File: src/rtl/fabric_pkg.sv
// shared constants and types for the multi-manager interconnect
package fabric_pkg;
  localparam int DEF_ADDR_W = 32;
  localparam int DEF_DATA_W = 32;
  localparam int DEF_USER_W = 1;
  localparam int DEF_MGR_ID_W = 1;
  localparam int DEF_MAX_IDS = 16;
  localparam int DEF_NUM = 2;
  localparam logic [1:0] RESP_OKAY = 2'h0;
  localparam logic [1:0] RESP_DECERR = 2'h3;
  localparam logic [7:0] LEN_SINGLE = 8'h00;
  localparam logic [7:0] LEN_STEP = 8'h01;
  localparam logic SYNC_RESET_VALUE = 1'b0;
  localparam logic SYNC_ENABLE_N_RESET_VALUE = 1'b1;

  // gray order along the usual write path
  typedef enum logic [2:0] {
    st_idle = 3'h0,
    st_accept = 3'h1,
    st_sub_addr = 3'h3,
    st_w_get = 3'h2,
    st_w_put = 3'h6,
    st_resp_get = 3'h7,
    st_resp_put = 3'h5,
    st_err = 3'h4
  } fabric_state_type;
endpackage
File: src/rtl/axi4_multi_manager_interconnect.sv
// shared-path axi4 / axi4-lite interconnect, managers to subordinates
//------------------------------------------------------------
// Summary of operation
//------------------------------------------------------------
`timescale 1ns/10ps
`default_nettype none
module axi4_multi_manager_interconnect #(
  parameter int NM = fabric_pkg::DEF_NUM,
  parameter int NS = fabric_pkg::DEF_NUM,
  parameter int AW = fabric_pkg::DEF_ADDR_W,
  parameter int DW = fabric_pkg::DEF_DATA_W,
  parameter int UW = fabric_pkg::DEF_USER_W,
  parameter int MIDW = fabric_pkg::DEF_MGR_ID_W,
  parameter int SIDW = fabric_pkg::DEF_MGR_ID_W + $clog2(fabric_pkg::DEF_NUM),
  parameter int MAX_IDS = fabric_pkg::DEF_MAX_IDS,
  parameter int M_IDS [NM] = '{default: fabric_pkg::DEF_MAX_IDS},
  parameter int M_ADDR_W [NM] = '{default: fabric_pkg::DEF_ADDR_W},
  parameter int S_DATA_W [NS] = '{default: fabric_pkg::DEF_DATA_W},
  parameter logic [AW-1:0] S_BASE [NS] = '{32'h0000_0000, 32'h8000_0000},
  parameter logic [AW-1:0] S_MASK [NS] = '{32'hf000_0000, 32'hf000_0000},
  parameter logic [NM-1:0] M_LITE = '0,
  parameter logic [NS-1:0] S_LITE = '0,
  parameter logic [NM-1:0] M_CDC = '0
) (
  input wire logic core_clk,
  input wire logic core_clk_en,
  input wire logic rst_n,
  input wire logic port1_crossing_clock_in,
  input wire logic port1_crossing_clock_enable_n,
  input wire logic port1_crossing_reset_n,
  input wire logic [NM-1:0] m_awvalid,
  output logic [NM-1:0] m_awready,
  input wire logic [NM*AW-1:0] m_awaddr,
  input wire logic [NM*8-1:0] m_awlen,
  input wire logic [NM*3-1:0] m_awsize,
  input wire logic [NM*MIDW-1:0] m_awid,
  input wire logic [NM*UW-1:0] m_awuser,
  input wire logic [NM-1:0] m_wvalid,
  output logic [NM-1:0] m_wready,
  input wire logic [NM*DW-1:0] m_wdata,
  input wire logic [NM*DW/8-1:0] m_wstrb,
  input wire logic [NM-1:0] m_wlast,
  input wire logic [NM*UW-1:0] m_wuser,
  output logic [NM-1:0] m_bvalid,
  input wire logic [NM-1:0] m_bready,
  output logic [NM*MIDW-1:0] m_bid,
  output logic [NM*2-1:0] m_bresp,
  output logic [NM*UW-1:0] m_buser,
  input wire logic [NM-1:0] m_arvalid,
  output logic [NM-1:0] m_arready,
  input wire logic [NM*AW-1:0] m_araddr,
  input wire logic [NM*8-1:0] m_arlen,
  input wire logic [NM*3-1:0] m_arsize,
  input wire logic [NM*MIDW-1:0] m_arid,
  input wire logic [NM*UW-1:0] m_aruser,
  output logic [NM-1:0] m_rvalid,
  input wire logic [NM-1:0] m_rready,
  output logic [NM*DW-1:0] m_rdata,
  output logic [NM*2-1:0] m_rresp,
  output logic [NM-1:0] m_rlast,
  output logic [NM*MIDW-1:0] m_rid,
  output logic [NM*UW-1:0] m_ruser,
  output logic [NS-1:0] s_awvalid,
  input wire logic [NS-1:0] s_awready,
  output logic [NS*AW-1:0] s_awaddr,
  output logic [NS*8-1:0] s_awlen,
  output logic [NS*3-1:0] s_awsize,
  output logic [NS*SIDW-1:0] s_awid,
  output logic [NS*UW-1:0] s_awuser,
  output logic [NS-1:0] s_wvalid,
  input wire logic [NS-1:0] s_wready,
  output logic [NS*DW-1:0] s_wdata,
  output logic [NS*DW/8-1:0] s_wstrb,
  output logic [NS-1:0] s_wlast,
  output logic [NS*UW-1:0] s_wuser,
  input wire logic [NS-1:0] s_bvalid,
  output logic [NS-1:0] s_bready,
  input wire logic [NS*SIDW-1:0] s_bid,
  input wire logic [NS*2-1:0] s_bresp,
  input wire logic [NS*UW-1:0] s_buser,
  output logic [NS-1:0] s_arvalid,
  input wire logic [NS-1:0] s_arready,
  output logic [NS*AW-1:0] s_araddr,
  output logic [NS*8-1:0] s_arlen,
  output logic [NS*3-1:0] s_arsize,
  output logic [NS*SIDW-1:0] s_arid,
  output logic [NS*UW-1:0] s_aruser,
  input wire logic [NS-1:0] s_rvalid,
  output logic [NS-1:0] s_rready,
  input wire logic [NS*DW-1:0] s_rdata,
  input wire logic [NS*2-1:0] s_rresp,
  input wire logic [NS-1:0] s_rlast,
  input wire logic [NS*SIDW-1:0] s_rid,
  input wire logic [NS*UW-1:0] s_ruser
);
  localparam int GW = $clog2(NM);
  localparam int SW = $clog2(NS);
  localparam int DBL = $clog2(DW / 8);
  localparam logic [2:0] FULL_SIZE = 3'(DBL);

  typedef struct packed {
    fabric_pkg::fabric_state_type st;
    logic [GW-1:0] grant;
    logic [GW-1:0] rr;
    logic [GW-1:0] rsp_mgr;
    logic is_wr;
    logic err;
    logic [SW-1:0] sub;
    logic [AW-1:0] addr;
    logic [7:0] len;
    logic [7:0] cnt;
    logic [2:0] size;
    logic [MIDW-1:0] id;
    logic [UW-1:0] user;
    logic [NM-1:0] awready;
    logic [NM-1:0] arready;
    logic [NM-1:0] wready;
    logic [NM-1:0] bvalid;
    logic [NM-1:0] rvalid;
    logic [DW-1:0] rsp_data;
    logic [1:0] rsp_resp;
    logic rsp_last;
    logic [MIDW-1:0] rsp_id;
    logic [UW-1:0] rsp_user;
    logic [NS-1:0] s_awv;
    logic [NS-1:0] s_arv;
    logic [NS-1:0] s_wv;
    logic [NS-1:0] s_br;
    logic [NS-1:0] s_rr;
    logic [SIDW-1:0] s_id;
    logic [UW-1:0] s_user;
    logic [DW-1:0] w_data;
    logic [DW/8-1:0] w_strb;
    logic w_last;
    logic [UW-1:0] w_user;
  } fabric_regs_type;

  fabric_regs_type r;
  fabric_regs_type n;
  logic [2:0] rst_sync;
  logic [2:0] en_sync;
  logic [2:0] clk_sync;
  logic port1_alive;
  logic next_port1_alive;
  logic [NM-1:0] ok;
  logic [NM-1:0] req;

  // byte offset of the narrow lane within the wide bus
  function automatic int lane_off(input logic [AW-1:0] a, input int s);
    int b;
    b = int'(a[DBL-1:0]);
    return (b & ~(S_DATA_W[s] / 8 - 1)) % (DW / 8);
  endfunction

  function automatic logic [GW-1:0] pick(input logic [NM-1:0] q, input logic [GW-1:0] start);
    logic [GW-1:0] p;
    p = start;
    for (int k = NM - 1; k >= 0; k--) begin
      if (q[(int'(start) + k) % NM]) begin
        p = GW'((int'(start) + k) % NM);
      end
    end
    return p;
  endfunction

  //------------------------------------------------------------
  // crossing port status, sampled into the core clock
  //------------------------------------------------------------
  always_ff @(posedge core_clk) begin
    if (!rst_n) begin
      rst_sync <= {3{fabric_pkg::SYNC_RESET_VALUE}};
      en_sync <= {3{fabric_pkg::SYNC_ENABLE_N_RESET_VALUE}};
      clk_sync <= '0;
      port1_alive <= 1'b0;
    end else if (core_clk_en) begin
      rst_sync <= {rst_sync[1:0], port1_crossing_reset_n};
      en_sync <= {en_sync[1:0], port1_crossing_clock_enable_n};
      clk_sync <= {clk_sync[1:0], port1_crossing_clock_in};
      port1_alive <= next_port1_alive;
    end
  end

  always_comb begin
    // crossing port counts as live after one edge of its own clock
    next_port1_alive = rst_sync[1] & (port1_alive | (clk_sync[1] ^ clk_sync[2]));
    ok = '1;
    if (NM > 1 && M_CDC[1 % NM]) begin
      ok[1 % NM] = port1_alive & rst_sync[1] & ~en_sync[1];
    end
    req = (m_awvalid | m_arvalid) & ok;
  end

  //------------------------------------------------------------
  // transaction sequencer
  //------------------------------------------------------------
  always_comb begin
    logic [GW-1:0] g;
    logic [GW-1:0] mg;
    logic [SW-1:0] s;
    logic hit;
    logic wr;
    logic [AW-1:0] a;
    int off;
    g = r.grant;
    s = r.sub;
    mg = '0;
    hit = 1'b0;
    wr = 1'b0;
    a = '0;
    off = 0;
    n = r;
    case (r.st)
      fabric_pkg::st_idle: begin
        if (|req) begin
          g = pick(req, r.rr);
          wr = m_awvalid[g] & ok[g];
          n.grant = g;
          n.is_wr = wr;
          n.awready[g] = wr;
          n.arready[g] = ~wr;
          n.st = fabric_pkg::st_accept;
        end
      end
      fabric_pkg::st_accept: begin
        n.awready = '0;
        n.arready = '0;
        a = r.is_wr ? m_awaddr[g*AW +: AW] : m_araddr[g*AW +: AW];
        a = a & AW'((64'h1 << M_ADDR_W[g]) - 64'h1);
        n.addr = a;
        n.len = r.is_wr ? m_awlen[g*8 +: 8] : m_arlen[g*8 +: 8];
        n.size = r.is_wr ? m_awsize[g*3 +: 3] : m_arsize[g*3 +: 3];
        n.id = r.is_wr ? m_awid[g*MIDW +: MIDW] : m_arid[g*MIDW +: MIDW];
        n.user = r.is_wr ? m_awuser[g*UW +: UW] : m_aruser[g*UW +: UW];
        if (M_LITE[g]) begin
          n.len = fabric_pkg::LEN_SINGLE;
          n.size = FULL_SIZE;
          n.id = '0;
        end
        for (int k = NS - 1; k >= 0; k--) begin
          if ((a & S_MASK[k]) == S_BASE[k]) begin
            hit = 1'b1;
            s = SW'(k);
          end
        end
        n.sub = s;
        n.cnt = '0;
        n.rsp_mgr = g;
        n.err = ~hit | (S_LITE[s] & (n.len != fabric_pkg::LEN_SINGLE)) |
                (int'(n.id) >= ((M_IDS[g] < MAX_IDS) ? M_IDS[g] : MAX_IDS));
        n.s_id = SIDW'({g, n.id});
        n.s_user = S_LITE[s] ? '0 : n.user;
        if (n.err) begin
          n.rsp_resp = fabric_pkg::RESP_DECERR;
          n.rsp_data = '0;
          n.rsp_id = n.id;
          n.rsp_user = '0;
          n.rsp_last = (n.len == fabric_pkg::LEN_SINGLE);
          n.wready[g] = r.is_wr;
          n.rvalid[g] = ~r.is_wr;
          n.st = r.is_wr ? fabric_pkg::st_err : fabric_pkg::st_resp_put;
        end else begin
          n.s_awv[s] = r.is_wr;
          n.s_arv[s] = ~r.is_wr;
          n.st = fabric_pkg::st_sub_addr;
        end
      end
      fabric_pkg::st_sub_addr: begin
        if ((r.s_awv[s] & s_awready[s]) | (r.s_arv[s] & s_arready[s])) begin
          n.s_awv = '0;
          n.s_arv = '0;
          n.wready[g] = r.is_wr;
          n.s_rr[s] = ~r.is_wr;
          n.st = r.is_wr ? fabric_pkg::st_w_get : fabric_pkg::st_resp_get;
        end
      end
      fabric_pkg::st_w_get: begin
        if (m_wvalid[g]) begin
          off = lane_off(r.addr, int'(s));
          n.wready[g] = 1'b0;
          n.w_data = m_wdata[g*DW +: DW] >> (off * 8);
          n.w_strb = m_wstrb[g*DW/8 +: DW/8] >> off;
          n.w_last = M_LITE[g] | m_wlast[g*1];
          n.w_user = S_LITE[s] ? '0 : m_wuser[g*UW +: UW];
          n.s_wv[s] = 1'b1;
          n.st = fabric_pkg::st_w_put;
        end
      end
      fabric_pkg::st_w_put: begin
        if (s_wready[s]) begin
          n.s_wv = '0;
          n.addr = r.addr + (AW'(1) << r.size);
          n.wready[g] = ~r.w_last;
          n.s_br[s] = r.w_last;
          n.st = r.w_last ? fabric_pkg::st_resp_get : fabric_pkg::st_w_get;
        end
      end
      fabric_pkg::st_resp_get: begin
        if (r.is_wr ? s_bvalid[s] : s_rvalid[s]) begin
          mg = r.is_wr ? s_bid[s*SIDW+MIDW +: GW] : s_rid[s*SIDW+MIDW +: GW];
          off = lane_off(r.addr, int'(s));
          n.s_br = '0;
          n.s_rr = '0;
          n.rsp_mgr = mg;
          n.rsp_id = r.is_wr ? s_bid[s*SIDW +: MIDW] : s_rid[s*SIDW +: MIDW];
          n.rsp_resp = r.is_wr ? s_bresp[s*2 +: 2] : s_rresp[s*2 +: 2];
          n.rsp_user = S_LITE[s] ? '0 : (r.is_wr ? s_buser[s*UW +: UW] : s_ruser[s*UW +: UW]);
          n.rsp_data = s_rdata[s*DW +: DW] << (off * 8);
          n.rsp_last = S_LITE[s] | s_rlast[s];
          n.bvalid[mg] = r.is_wr;
          n.rvalid[mg] = ~r.is_wr;
          n.st = fabric_pkg::st_resp_put;
        end
      end
      fabric_pkg::st_resp_put: begin
        if (r.is_wr ? m_bready[r.rsp_mgr] : m_rready[r.rsp_mgr]) begin
          n.bvalid = '0;
          n.rvalid = '0;
          n.cnt = r.cnt + fabric_pkg::LEN_STEP;
          n.addr = r.addr + (AW'(1) << r.size);
          if (r.is_wr | r.rsp_last) begin
            n.rr = GW'((int'(r.grant) + 1) % NM);
            n.st = fabric_pkg::st_idle;
          end else if (r.err) begin
            n.rsp_last = (n.cnt == r.len);
            n.rvalid[r.rsp_mgr] = 1'b1;
          end else begin
            n.s_rr[s] = 1'b1;
            n.st = fabric_pkg::st_resp_get;
          end
        end
      end
      fabric_pkg::st_err: begin
        // drain write beats of a refused burst (unmapped, burst to a lite subordinate, or id out of range)
        if (m_wvalid[g] & (M_LITE[g] | m_wlast[g*1])) begin
          n.wready = '0;
          n.bvalid[g] = 1'b1;
          n.st = fabric_pkg::st_resp_put;
        end
      end
      default: begin
        n.st = fabric_pkg::st_idle;
      end
    endcase
  end

  always_ff @(posedge core_clk) begin
    if (!rst_n) begin
      r <= '0;
    end else if (core_clk_en) begin
      r <= n;
    end
  end

  //------------------------------------------------------------
  // port wiring, all from registers
  //------------------------------------------------------------
  assign m_awready = r.awready;
  assign m_arready = r.arready;
  assign m_wready = r.wready;
  assign m_bvalid = r.bvalid;
  assign m_rvalid = r.rvalid;
  assign m_bid = {NM{r.rsp_id}};
  assign m_bresp = {NM{r.rsp_resp}};
  assign m_buser = {NM{r.rsp_user}};
  assign m_rdata = {NM{r.rsp_data}};
  assign m_rresp = {NM{r.rsp_resp}};
  assign m_rlast = {NM{r.rsp_last}};
  assign m_rid = {NM{r.rsp_id}};
  assign m_ruser = {NM{r.rsp_user}};
  assign s_awvalid = r.s_awv;
  assign s_arvalid = r.s_arv;
  assign s_wvalid = r.s_wv;
  assign s_bready = r.s_br;
  assign s_rready = r.s_rr;
  assign s_awaddr = {NS{r.addr}};
  assign s_araddr = {NS{r.addr}};
  assign s_awlen = {NS{r.len}};
  assign s_arlen = {NS{r.len}};
  assign s_awsize = {NS{r.size}};
  assign s_arsize = {NS{r.size}};
  assign s_awid = {NS{r.s_id}};
  assign s_arid = {NS{r.s_id}};
  assign s_awuser = {NS{r.s_user}};
  assign s_aruser = {NS{r.s_user}};
  assign s_wdata = {NS{r.w_data}};
  assign s_wstrb = {NS{r.w_strb}};
  assign s_wlast = {NS{r.w_last}};
  assign s_wuser = {NS{r.w_user}};
endmodule
`default_nettype wire

File: config.mk
export PLATFORM = sky130hd
export DESIGN_NAME = axi4_multi_manager_interconnect
export DESIGN_NICKNAME = d
export VERILOG_FILES = /design/src/rtl/fabric_pkg.sv /design/src/rtl/axi4_multi_manager_interconnect.sv
export SDC_FILE = /design/constraint.sdc
export NUM_CORES = 1
export LEC_CHECK = 0
export ABC_AREA = 1
export BUFFER_PORTS_ARGS = -buffer_cell sky130_fd_sc_hd__buf_2
export CELL_PAD_IN_SITES_DETAIL_PLACEMENT = 1
export CELL_PAD_IN_SITES_GLOBAL_PLACEMENT = 1
export CORE_AREA = 2 2 288 290
export DETAILED_ROUTE_END_ITERATION = 6
export DIE_AREA = 0 0 290 292
export GPL_TIMING_DRIVEN = 0
export PLACE_DENSITY_LB_ADDON = 0.1
export SYNTH_ARGS = -nofsm -noshare
export SYNTH_HDL_FRONTEND = slang
export SYNTH_SLANG_ARGS = --single-unit
File: constraint.sdc
create_clock -name core_clk -period 2.1 [get_ports core_clk]
set_input_delay 0.105 -clock core_clk [delete_from_list [all_inputs] [get_ports core_clk]]
set_output_delay 0.105 -clock core_clk [all_outputs]
set_load 0.005 [all_outputs]
== After elaboration in Yosys (flattened, before gate mapping) ==
Index checks and enable logic that the tools add are counted.

* Flip-flop bits (word level): 158
* Latch bits: 0
* Memory bits (writable): 0
* Bits in read-only memories: 0
* Input port bits: 368
* Output and inout port bits: 362
* Logic and storage cells: 328
* Memories: 0

* Add/subtract/negate cells: 8
* $mul: 1
* Divide/modulo/power cells: 0
* Order comparisons: 19
* Equal/unequal tests: 22
* Shift-type cells: 27
* Multiplexer cells: 148
* Bitwise logic cells: 29
* Reduce and logical (&&, ||, !) cells: 42

{| class="wikitable"
|+ Operator list
! cell !! number
|-
| $mux 32 || 10
|-
| $shiftx 64x7->32 || 4
|-
| $pmux 32 s3 || 1
|-
| $pmux 34 s2 || 1
|-
| $mux 1 || 66
|-
| $mux 41 || 1
|-
| $mux 4 || 10
|-
| $mux 39 || 1
|-
| $mux 3 || 12
|-
| $shiftx 4x33->1 || 1
|-
| $add 32x1->32 || 1
|-
| $add 32x32->32 || 1
|-
| $and 3x32->32 || 1
|-
| $and 32x32->32 || 1
|-
| $ge 2x32->1 || 1
|-
| $ge 32x2->1 const B || 1
|-
| $logic_not 32->1 || 1
|-
| $lt 32x6->1 const B || 1
|-
| $mux 8 || 4
|-
| $not 1->32 || 1
|-
| $not 32->32 || 1
|-
| $shiftx 16x5->8 || 2
|-
| $shl 1x3->32 const A || 1
|-
| $shl 1x32->32 const A || 1
|-
| other kinds (60) || 171
|}

== Longest topological paths before layout ==
Gate-level depths: netlist of the first run.

* Depth in word-level cells: 18
* Gate-level depth with buffers: 16
* Depth with buffers taken out: 14

== Worst setup path after synthesis of the first run ==
No wires, ideal clock.

* Path type: reg-to-reg
* Start: register r (netlist bit s_arsize[0])
* End: register r (netlist bit s_araddr[30])
* Library setup time: 133 ps
* Data arrival time: 1943 ps
* Required time: 1967 ps
* Setup slack: 24 ps
* Stages on the path, launching flop included: 13
* Buffers on the path: 0
* Period minus slack after synthesis: 2076 ps
* Cell sequence: dfxtp_1 > inv_1 > nor3_1 > ha_1 > or2_2 > nand3_1 > nand2_1 > nand2_1 > nand2_1 > nand3b_1 > nand3_1 > nand2_1 > a21oi_1

* Longest elaborated chain between the ends: 4
* Elaborated cells between the ends (all ways): 5
* Classes of those cells: 1 x add/sub; 1 x shift; 3 x mux

{| class="wikitable"
|+ RTL lines
! item !! line !! source
|-
| start: declaration || axi4_multi_manager_interconnect.sv:138 || <nowiki>fabric_regs_type r;</nowiki>
|-
| start signal: assignment || axi4_multi_manager_interconnect.sv:350 || <nowiki>r <= n;</nowiki>
|-
| $shl 1x3->32 (*) || axi4_multi_manager_interconnect.sv:291, axi4_multi_manager_interconnect.sv:319 ||
|-
| $add 32x32->32 (*) || axi4_multi_manager_interconnect.sv:291, axi4_multi_manager_interconnect.sv:319 ||
|-
| $mux 32, on equally long branches || axi4_multi_manager_interconnect.sv:315, axi4_multi_manager_interconnect.sv:289 ||
|-
| $pmux 32 s3 (*) || axi4_multi_manager_interconnect.sv:212 || <nowiki>case (r.st)</nowiki>
|}

Mark *: on every way between the ends. The rest lies on a longest branch, timed or not. The select of a mux whose other input is x is not followed.
A chain may end at the register's enable or synchronous reset.

== Worst setup path in the final report of the first run ==
* Start: register r (netlist bit s_arsize[0])
* End: register r (netlist bit s_araddr[19])

The elaborated chain is that of the path after synthesis.

==> flow_results.xml, run 1 <==
<?xml version="1.0" encoding="UTF-8"?>
<metrics>
  <group name="synth">
    <metric name="syn-num-nets" unit="">2388</metric>
    <metric name="synth_cell_area" unit="mm^2">0.0128</metric>
    <metric name="yosys_most_used_dff" unit="">sky130_fd_sc_hd__dfxtp_1</metric>
    <metric name="ys_types" unit="">45</metric>
    <metric name="yosys_register_bits" unit="">158</metric>
    <metric name="post_synth_inst_count" unit="">2010</metric>
    <metric name="synth-async-reset-ratio" unit="%">0</metric>
    <metric name="yosys_warnings" unit="">0</metric>
    <metric name="seq_area_frac_synth" unit="%">24.7</metric>
    <metric name="synth-edff-count" unit="">0</metric>
    <metric name="synthesis.area_per_instance" unit="um^2">6.36</metric>
  </group>
  <group name="pwr">
    <metric name="power-per-cell-area" unit="mW/mm^2">547</metric>
    <metric name="switching_power" unit="mW">4.68</metric>
    <metric name="seqPwrFrac" unit="%">29.7</metric>
    <metric name="p_sw_share" unit="%">38.8</metric>
    <metric name="power_frac_comb" unit="%">42.5</metric>
    <metric name="power_share_of_the_clock_group" unit="%">27.7</metric>
    <metric name="pleak" unit="nW">11.3</metric>
    <metric name="ir_worst_vdd" unit="V">0.000611</metric>
    <metric name="internal_power" unit="mW">7.38</metric>
    <metric name="post-layout-total-power" unit="mW">12.1</metric>
  </group>
  <group name="floorplan">
    <metric name="die_w" unit="um">290</metric>
    <metric name="initial_utilization" unit="%">15.7</metric>
    <metric name="dieArea" unit="mm^2">0.0847</metric>
    <metric name="top_level_ports" unit="">730</metric>
    <metric name="design.core.area" unit="mm^2">0.0816</metric>
    <metric name="die_y" unit="um">292</metric>
    <metric name="rows" unit="">105</metric>
  </group>
  <group name="finish">
    <metric name="finalNetCount" unit="">3379</metric>
    <metric name="most_common_cell_after_layout_fill_and_taps_aside" unit="">sky130_fd_sc_hd__buf_2</metric>
    <metric name="final_layout_size_suffix_gt1_share" unit="%">48.2</metric>
    <metric name="areaGrowthSynthToFinish" unit="%">72.1</metric>
    <metric name="final_cell_mix" unit="">sky130_fd_sc_hd__buf_2, sky130_fd_sc_hd__nand2_1, sky130_fd_sc_hd__buf_4</metric>
  </group>
  <group name="timing">
    <metric name="timing.clock.skew" unit="ps">13.1</metric>
    <metric name="timing.final.hold_violations" unit="">0</metric>
    <metric name="post-route-period-util" unit="%">100</metric>
    <metric name="rsz0062_at_grt" unit="">yes</metric>
    <metric name="hold_slack" unit="ps">33.8</metric>
    <metric name="postLayoutSetupSlackWorst" unit="ps">-8.97</metric>
    <metric name="setup_violating_endpoint_count_in_the_final_report" unit="">1</metric>
    <metric name="fmaxAchievable" unit="MHz">474</metric>
    <metric name="min_period" unit="ps">2110</metric>
    <metric name="maxSlewViolCount" unit="">0</metric>
    <metric name="maxSlewHeadroom" unit="%">27.9</metric>
    <metric name="worstMarginPinSlew" unit="ps">1080</metric>
  </group>
  <group name="critical_path">
    <metric name="critPathRequiredTime" unit="ps">2530</metric>
    <metric name="worst-setup-path-type" unit="">flip-flop to flip-flop</metric>
    <metric name="start_kind" unit="">flip-flop</metric>
    <metric name="crit_arrival" unit="ps">2540</metric>
    <metric name="r2r_end" unit="">s_araddr[19]$_SDFFE_PN0P_</metric>
    <metric name="worst_r2r_startpoint" unit="">s_arsize[0]$_SDFFE_PN0P_</metric>
    <metric name="ff2ff_setup_slack" unit="ps">-9</metric>
    <metric name="cp-end-kind" unit="">flip-flop</metric>
    <metric name="critical_path.max_fanout" unit="">5</metric>
    <metric name="r2r_cells" unit="">13</metric>
  </group>
  <group name="grt">
    <metric name="grt_start_max_net_pins" unit="">17</metric>
    <metric name="globalRoute.totalOverflow" unit="">0</metric>
    <metric name="grt_antenna_before_repair" unit="">10</metric>
    <metric name="grt_util_met1" unit="%">21.7</metric>
    <metric name="grt_usage" unit="%">17.9</metric>
    <metric name="vias_in_the_first_global_route" unit="">17600</metric>
    <metric name="grt_util_met2" unit="%">32.4</metric>
    <metric name="busiest_layer" unit="">met2</metric>
    <metric name="met3_usage" unit="%">3.56</metric>
    <metric name="global_route_wire_length_before_repair" unit="mm">113</metric>
  </group>
  <group name="route">
    <metric name="num_vias" unit="">16600</metric>
    <metric name="route.final.wire_length" unit="mm">78.1</metric>
    <metric name="drt_iter0_markers" unit="">434</metric>
    <metric name="post_drt_wl_per_cell" unit="um">19.1</metric>
    <metric name="drt.antenna.violating_nets" unit="">0</metric>
    <metric name="routed_via_density" unit="">4.06</metric>
    <metric name="drt-pass1-iter-count" unit="">4</metric>
    <metric name="post-route-drc-count" unit="">0</metric>
  </group>
  <group name="min_path">
    <metric name="number_of_instances_on_the_worst_hold_path" unit="">5</metric>
    <metric name="class_of_the_most_critical_hold_timing_path" unit="">input pin to flip-flop</metric>
    <metric name="hold-path-endpoint" unit="">s_arlen[0]$_SDFFE_PN0P_</metric>
    <metric name="hp-start" unit="">m_awlen[8]</metric>
  </group>
  <group name="cts">
    <metric name="clk_transition_reported_paths" unit="ps">80</metric>
    <metric name="ctsRootBufferMaster" unit="">sky130_fd_sc_hd__clkbuf_16</metric>
    <metric name="cts_made_buffers" unit="">17</metric>
    <metric name="cts.sink_count" unit="">158</metric>
    <metric name="clk-insertion-delay-late" unit="ps">490</metric>
    <metric name="tritoncts_clock_tree" unit="">done</metric>
    <metric name="max-clock-path-buffers" unit="">2</metric>
    <metric name="cts_htree_levels" unit="">4</metric>
  </group>
  <group name="place">
    <metric name="port_buffers" unit="">725</metric>
    <metric name="gpl.final_weighted_congestion" unit="">0.817</metric>
    <metric name="detailedPlacementHpwl" unit="mm">63.5</metric>
  </group>
  <group name="run_status">
    <metric name="run_status" unit="">finished, violations left</metric>
    <metric name="failed_checks" unit="">negative setup slack</metric>
  </group>
  <group name="flow_run">
    <metric name="maxCapViolCount" unit="">0</metric>
  </group>
</metrics>
-- critical path: stages, from the launching register on --
cell and delay [ps]:
sky130_fd_sc_hd__dfxtp_4 410, sky130_fd_sc_hd__buf_12 150, sky130_fd_sc_hd__nor3_4 210, sky130_fd_sc_hd__ha_4 230
sky130_fd_sc_hd__or2_4 260, sky130_fd_sc_hd__and2_4 150, sky130_fd_sc_hd__nand3_2 50, sky130_fd_sc_hd__nand3b_1 80
sky130_fd_sc_hd__buf_6 150, sky130_fd_sc_hd__nand2_1 60, sky130_fd_sc_hd__nand2_1 50, sky130_fd_sc_hd__nand2_1 70
sky130_fd_sc_hd__nand2_1 50, sky130_fd_sc_hd__a21oi_1 130
-- through the flow --
stage	utilization, %	TNS (ps)	area (um^2)	instances	setup WS (ps)
global route	27.0	-2600	22000	4084	-175
CTS	25.5	-22.5	20800	4048	-11.6
global placement	21.8	-55590	17800	3805	-736
floorplan	-	0	12800	2010	24.1
finish	27.0	-8.97	22000	4086	-8.97
detailed placement	21.8	-58790	17800	3805	-732
-- what timing repair did --
item                                    in CTS  in global routing
endpoints found under the hold margin       88                  0
gates cloned                                 1                  5
hold buffers                               185                  0
buffers inserted                            25                 31
endpoints found under the setup margin     143                129
pin swaps                                   18                 48
gates resized for setup                    120                242
-- sequential cells by signal, indices dropped and copies added (netlist names), 2 cells and up --
register   flops
r             17
s_bready       2
s_araddr      32
s_arsize       3
m_awready      2
m_rvalid       2
m_wready       2
m_rdata       32
s_wstrb        4
s_wdata       32
s_arvalid      2
s_arid         2
s_arlen        8
m_bvalid       2
s_rready       2
m_bresp        2
s_wvalid       2
s_awvalid      2
m_arready      2
-- how the worst max path moves through the flow --
stage	slack, ps	end	startpoint
after CTS	-10	s_araddr[30]$_SDFFE_PN0P_	s_arsize[2]$_SDFFE_PN0P_
after global placement	-740	s_araddr[30]$_SDFFE_PN0P_	s_arsize[0]$_SDFFE_PN0P_
after global routing	-170	s_araddr[29]$_SDFFE_PN0P_	s_arsize[0]$_SDFFE_PN0P_
after detailed placement	-730	s_araddr[30]$_SDFFE_PN0P_	s_arsize[0]$_SDFFE_PN0P_
final	-9	s_araddr[19]$_SDFFE_PN0P_	s_arsize[0]$_SDFFE_PN0P_
after floorplan	20	s_araddr[30]$_SDFFE_PN0P_	s_arsize[0]$_SDFFE_PN0P_
-- logic make-up after synthesis --
family | count (synthesis) | share of synthesized area, %
simple gates | 904 | 29.1
flops | 158 | 24.7
fa+ha+maj | 10 | 1.04
buf+inv | 562 | 28.1
xor+xnor | 18 | 1.23
compound gates | 358 | 15.9
-- power groups by stage --
stage               Clock, mW  Sequential, mW  Combinational [mW]
floorplan                   0            3.43                2.35
global placement            0            3.63                4.17
detailed placement          0            3.64                4.19
CTS                      3.51            3.57                4.81
global route             3.58            3.63                5.65
finish                   3.34            3.59                5.13
-- Yosys cell counts (2+ instances only) --
cell	count	area share (%)
sky130_fd_sc_hd__nor2_4	2	0.18
sky130_fd_sc_hd__and3_1	3	0.15
sky130_fd_sc_hd__clkbuf_1	43	1.3
sky130_fd_sc_hd__nand3b_1	7	0.41
sky130_fd_sc_hd__ha_1	9	0.88
sky130_fd_sc_hd__a211oi_1	5	0.29
sky130_fd_sc_hd__nor2_2	5	0.24
sky130_fd_sc_hd__nor2_1	113	3.3
sky130_fd_sc_hd__a21oi_1	141	5.5
sky130_fd_sc_hd__buf_2	24	0.94
sky130_fd_sc_hd__nand3_1	89	3.5
sky130_fd_sc_hd__inv_2	11	0.32
sky130_fd_sc_hd__nand4_1	25	1.2
sky130_fd_sc_hd__a31oi_1	46	2.2
sky130_fd_sc_hd__a22oi_1	40	2.3
sky130_fd_sc_hd__a21o_1	2	0.12
sky130_fd_sc_hd__inv_1	99	2.9
sky130_fd_sc_hd__buf_6	7	0.62
sky130_fd_sc_hd__xor2_1	13	0.89
sky130_fd_sc_hd__buf_4	372	22
sky130_fd_sc_hd__a41oi_1	2	0.14
sky130_fd_sc_hd__buf_1	5	0.15
sky130_fd_sc_hd__nand2_1	624	18
sky130_fd_sc_hd__o21ai_0	107	4.2
sky130_fd_sc_hd__dfxtp_1	158	25
sky130_fd_sc_hd__o211ai_1	4	0.23
sky130_fd_sc_hd__nand2_2	4	0.20
sky130_fd_sc_hd__or2_2	3	0.15
sky130_fd_sc_hd__and2_1	4	0.20
sky130_fd_sc_hd__o22ai_1	3	0.15
sky130_fd_sc_hd__nor3_1	22	0.86
sky130_fd_sc_hd__xnor2_1	5	0.34
-- layer usage --
| layer | part of all wire, % | up-vias | wire [um] |
|---|---|---|---|
| li1 | - | 8193 | - |
| met1 | 43 | 7932 | 33700 |
| met2 | 51 | 374 | 40100 |
| met3 | 4.0 | 62 | 3120 |
| met4 | 1.4 | 14 | 1100 |
| met5 | 0.12 | - | 90 |
-- area by class of cell --
class	instances	area, um^2
flip-flops and latches	158	3190
plain buffers	451	3350
diodes	2	5.00
fillers	10200	59600
clock inverters	13	128
clock buffers	19	453
well taps	1070	1340
repair inverters	1	5.00
inverters	111	449
multi-input cells	1291	7020
repair buffers	970	6080
Power figures use the tool's default switching activity.
==> run 2: changes to the inputs <==
- TNS_END_PERCENT: unset -> 5
==> flow_results.xml, run 2 (same netlist as run 1, synthesis figures left out) <==
<?xml version="1.0" encoding="UTF-8"?>
<metrics>
  <group name="timing">
    <metric name="maxSlewViolCount" unit="">0</metric>
    <metric name="worstMarginPinSlew" unit="ps">1070</metric>
    <metric name="timing.clock.skew" unit="ps">14.4</metric>
    <metric name="postLayoutSetupSlackWorst" unit="ps">-9.39</metric>
    <metric name="min_period" unit="ps">2110</metric>
    <metric name="fmaxAchievable" unit="MHz">474</metric>
    <metric name="timing.final.hold_violations" unit="">0</metric>
    <metric name="setup_total_negative_slack" unit="ps">-11.3</metric>
    <metric name="maxSlewHeadroom" unit="%">28.7</metric>
    <metric name="rsz0062_at_grt" unit="">yes</metric>
    <metric name="setup_violating_endpoint_count_in_the_final_report" unit="">2</metric>
    <metric name="post-route-period-util" unit="%">100</metric>
  </group>
  <group name="run_status">
    <metric name="failed_checks" unit="">negative setup slack</metric>
    <metric name="run_status" unit="">finished, violations left</metric>
  </group>
  <group name="flow_run">
    <metric name="maxCapViolCount" unit="">0</metric>
  </group>
  <group name="critical_path">
    <metric name="r2r_cells" unit="">14</metric>
    <metric name="r2r_end" unit="">s_araddr[18]$_SDFFE_PN0P_</metric>
    <metric name="crit_arrival" unit="ps">2460</metric>
    <metric name="critical-path-slowest-cell" unit="">sky130_fd_sc_hd__dfxtp_4</metric>
    <metric name="worst-setup-path-type" unit="">flip-flop to flip-flop</metric>
    <metric name="crit_chain" unit="">inv_8, nor3_4, ha_4, buf_4, nand2_2, inv_1, nand3_4, nand2_4, nand2_4, nand2_2, nand3_1, nand3_1, nand2_1, a21oi_1</metric>
    <metric name="critical_path.top_delay_family" unit="">simple AND/OR/NAND/NOR gates</metric>
    <metric name="worst_r2r_startpoint" unit="">s_arsize[2]$_SDFFE_PN0P_</metric>
    <metric name="critical_path.max_fanout" unit="">6</metric>
    <metric name="cp-end-kind" unit="">flip-flop</metric>
    <metric name="crit_buf_inv" unit="">3</metric>
    <metric name="ff2ff_setup_slack" unit="ps">-9</metric>
    <metric name="critical-path-max-stage-delay" unit="ps">470</metric>
    <metric name="start_kind" unit="">flip-flop</metric>
    <metric name="critPathRequiredTime" unit="ps">2450</metric>
  </group>
  <group name="cts">
    <metric name="cts_htree_levels" unit="">4</metric>
    <metric name="cts.sink_count" unit="">158</metric>
    <metric name="tritoncts_clock_tree" unit="">done</metric>
    <metric name="clk-insertion-delay-late" unit="ps">490</metric>
    <metric name="clk_transition_reported_paths" unit="ps">80</metric>
    <metric name="max-clock-path-buffers" unit="">2</metric>
    <metric name="cts_made_buffers" unit="">17</metric>
    <metric name="ctsRootBufferMaster" unit="">sky130_fd_sc_hd__clkbuf_16</metric>
  </group>
  <group name="min_path">
    <metric name="hp-start" unit="">m_awlen[0]</metric>
    <metric name="class_of_the_most_critical_hold_timing_path" unit="">input pin to flip-flop</metric>
    <metric name="number_of_instances_on_the_worst_hold_path" unit="">5</metric>
    <metric name="hold-path-endpoint" unit="">s_arlen[0]$_SDFFE_PN0P_</metric>
  </group>
  <group name="finish">
    <metric name="final_cell_mix" unit="">sky130_fd_sc_hd__buf_2, sky130_fd_sc_hd__nand2_1, sky130_fd_sc_hd__buf_4</metric>
    <metric name="layout.filler_cells" unit="">10300</metric>
    <metric name="multi_input_area" unit="mm^2">0.00660</metric>
    <metric name="layout.area.seq" unit="mm^2">0.00319</metric>
    <metric name="most_common_cell_after_layout_fill_and_taps_aside" unit="">sky130_fd_sc_hd__buf_2</metric>
    <metric name="finalNetCount" unit="">3355</metric>
    <metric name="areaGrowthSynthToFinish" unit="%">66.5</metric>
    <metric name="final_layout_size_suffix_gt1_share" unit="%">45.3</metric>
    <metric name="final_cell_area" unit="mm^2">0.0213</metric>
  </group>
  <group name="floorplan">
    <metric name="dieArea" unit="mm^2">0.0847</metric>
    <metric name="rows" unit="">105</metric>
    <metric name="die_y" unit="um">292</metric>
    <metric name="initial_utilization" unit="%">15.7</metric>
    <metric name="design.core.area" unit="mm^2">0.0816</metric>
    <metric name="top_level_ports" unit="">730</metric>
    <metric name="die_w" unit="um">290</metric>
  </group>
  <group name="route">
    <metric name="num_vias" unit="">16500</metric>
    <metric name="drt-pass1-iter-count" unit="">5</metric>
    <metric name="routed_via_density" unit="">4.05</metric>
    <metric name="post-route-drc-count" unit="">0</metric>
    <metric name="drt.antenna.violating_nets" unit="">0</metric>
    <metric name="drt_iter0_markers" unit="">499</metric>
    <metric name="post_drt_wl_per_cell" unit="um">19.1</metric>
    <metric name="route.final.wire_length" unit="mm">77.5</metric>
  </group>
  <group name="place">
    <metric name="dp_worst_setup_slack" unit="ps">-732</metric>
    <metric name="port_buffers" unit="">725</metric>
    <metric name="dpl-instance-area" unit="mm^2">0.0178</metric>
    <metric name="detailedPlacementHpwl" unit="mm">63.5</metric>
    <metric name="gpl.final_weighted_congestion" unit="">0.817</metric>
  </group>
  <group name="pwr">
    <metric name="ir_worst_vdd" unit="V">0.000609</metric>
    <metric name="power-per-cell-area" unit="mW/mm^2">554</metric>
    <metric name="pleak" unit="nW">11.1</metric>
  </group>
  <group name="grt">
    <metric name="globalRoute.totalOverflow" unit="">0</metric>
    <metric name="grt_antenna_before_repair" unit="">10</metric>
    <metric name="grt_usage" unit="%">17.8</metric>
    <metric name="global_route_wire_length_before_repair" unit="mm">113</metric>
    <metric name="grt_start_max_net_pins" unit="">17</metric>
    <metric name="vias_in_the_first_global_route" unit="">17500</metric>
  </group>
</metrics>
[run 2: metal layers]
layer,vias to the layer above,wire (um),GRT usage (%)
met5,-,90,0
met3,68,3100,3.57
li1,8140,-,-
met2,370,39500,32.1
met4,14,1360,4.45
met1,7873,33500,21.6
[run 2: tightest hold or removal path, cell delays in order]
cell and delay (ps):
sky130_fd_sc_hd__buf_2 70, sky130_fd_sc_hd__nand2_1 40, sky130_fd_sc_hd__nand2_1 70, sky130_fd_sc_hd__nor2_2 60, sky130_fd_sc_hd__a21oi_1 140
[run 2: metrics by stage]
step	util, %	hold WS, ps	power [mW]	instances
3_3_place_gp	21.8	375	7.80	3805
2_1_floorplan	-	252	5.78	2010
5_1_grt	26.1	23.5	12.6	4060
3_5_place_dp	21.8	380	7.83	3805
6_report	26.1	34.1	11.8	4062
4_1_cts	25.4	6.03	11.8	4040
[run 2: final cells by class]
| cell class | count | area share, % |
|---|---|---|
| Multi-Input combinational cell | 1291 | 31.0 |
| Timing Repair Buffer | 947 | 27.3 |
| Buffer | 451 | 15.6 |
| Sequential cell | 158 | 15.0 |
| Tap cell | 1070 | 6.28 |
| Clock buffer | 19 | 2.13 |
| Inverter | 111 | 2.12 |
| Clock inverter | 13 | 0.599 |
| Antenna cell | 2 | 0.0235 |
[run 2: how the worst max path moves through the flow]
stage               slack (ps)  cells past startpoint                     start                         to
CTS                        -70                     11       r[157]$_SDFFE_PN0P_   s_wdata[31]$_SDFFE_PN0P_
global route              -170                     14  s_arsize[2]$_SDFFE_PN0P_  s_araddr[25]$_SDFFE_PN0P_
global placement          -740                     12  s_arsize[0]$_SDFFE_PN0P_  s_araddr[30]$_SDFFE_PN0P_
finish                      -9                     14  s_arsize[2]$_SDFFE_PN0P_  s_araddr[18]$_SDFFE_PN0P_
detailed placement        -730                     12  s_arsize[0]$_SDFFE_PN0P_  s_araddr[30]$_SDFFE_PN0P_
floorplan                   20                     12  s_arsize[0]$_SDFFE_PN0P_  s_araddr[30]$_SDFFE_PN0P_
[run 2: power breakdown]
part	internal, mW	switching, mW	total [mW]
combinational	2.33	2.54	4.87
sequential	3.17	0.412	3.59
clock	1.72	1.63	3.34
total	7.22	4.58	11.8
[run 2: repair_timing]
item                       in CTS  in global routing
setup endpoints to repair     143                132
resized for setup              99                138
pin swaps                      11                 41
hold endpoints to repair       88                  0
gates cloned                    1                  1
setup buffers                  17                 19
hold buffers                  185                  0
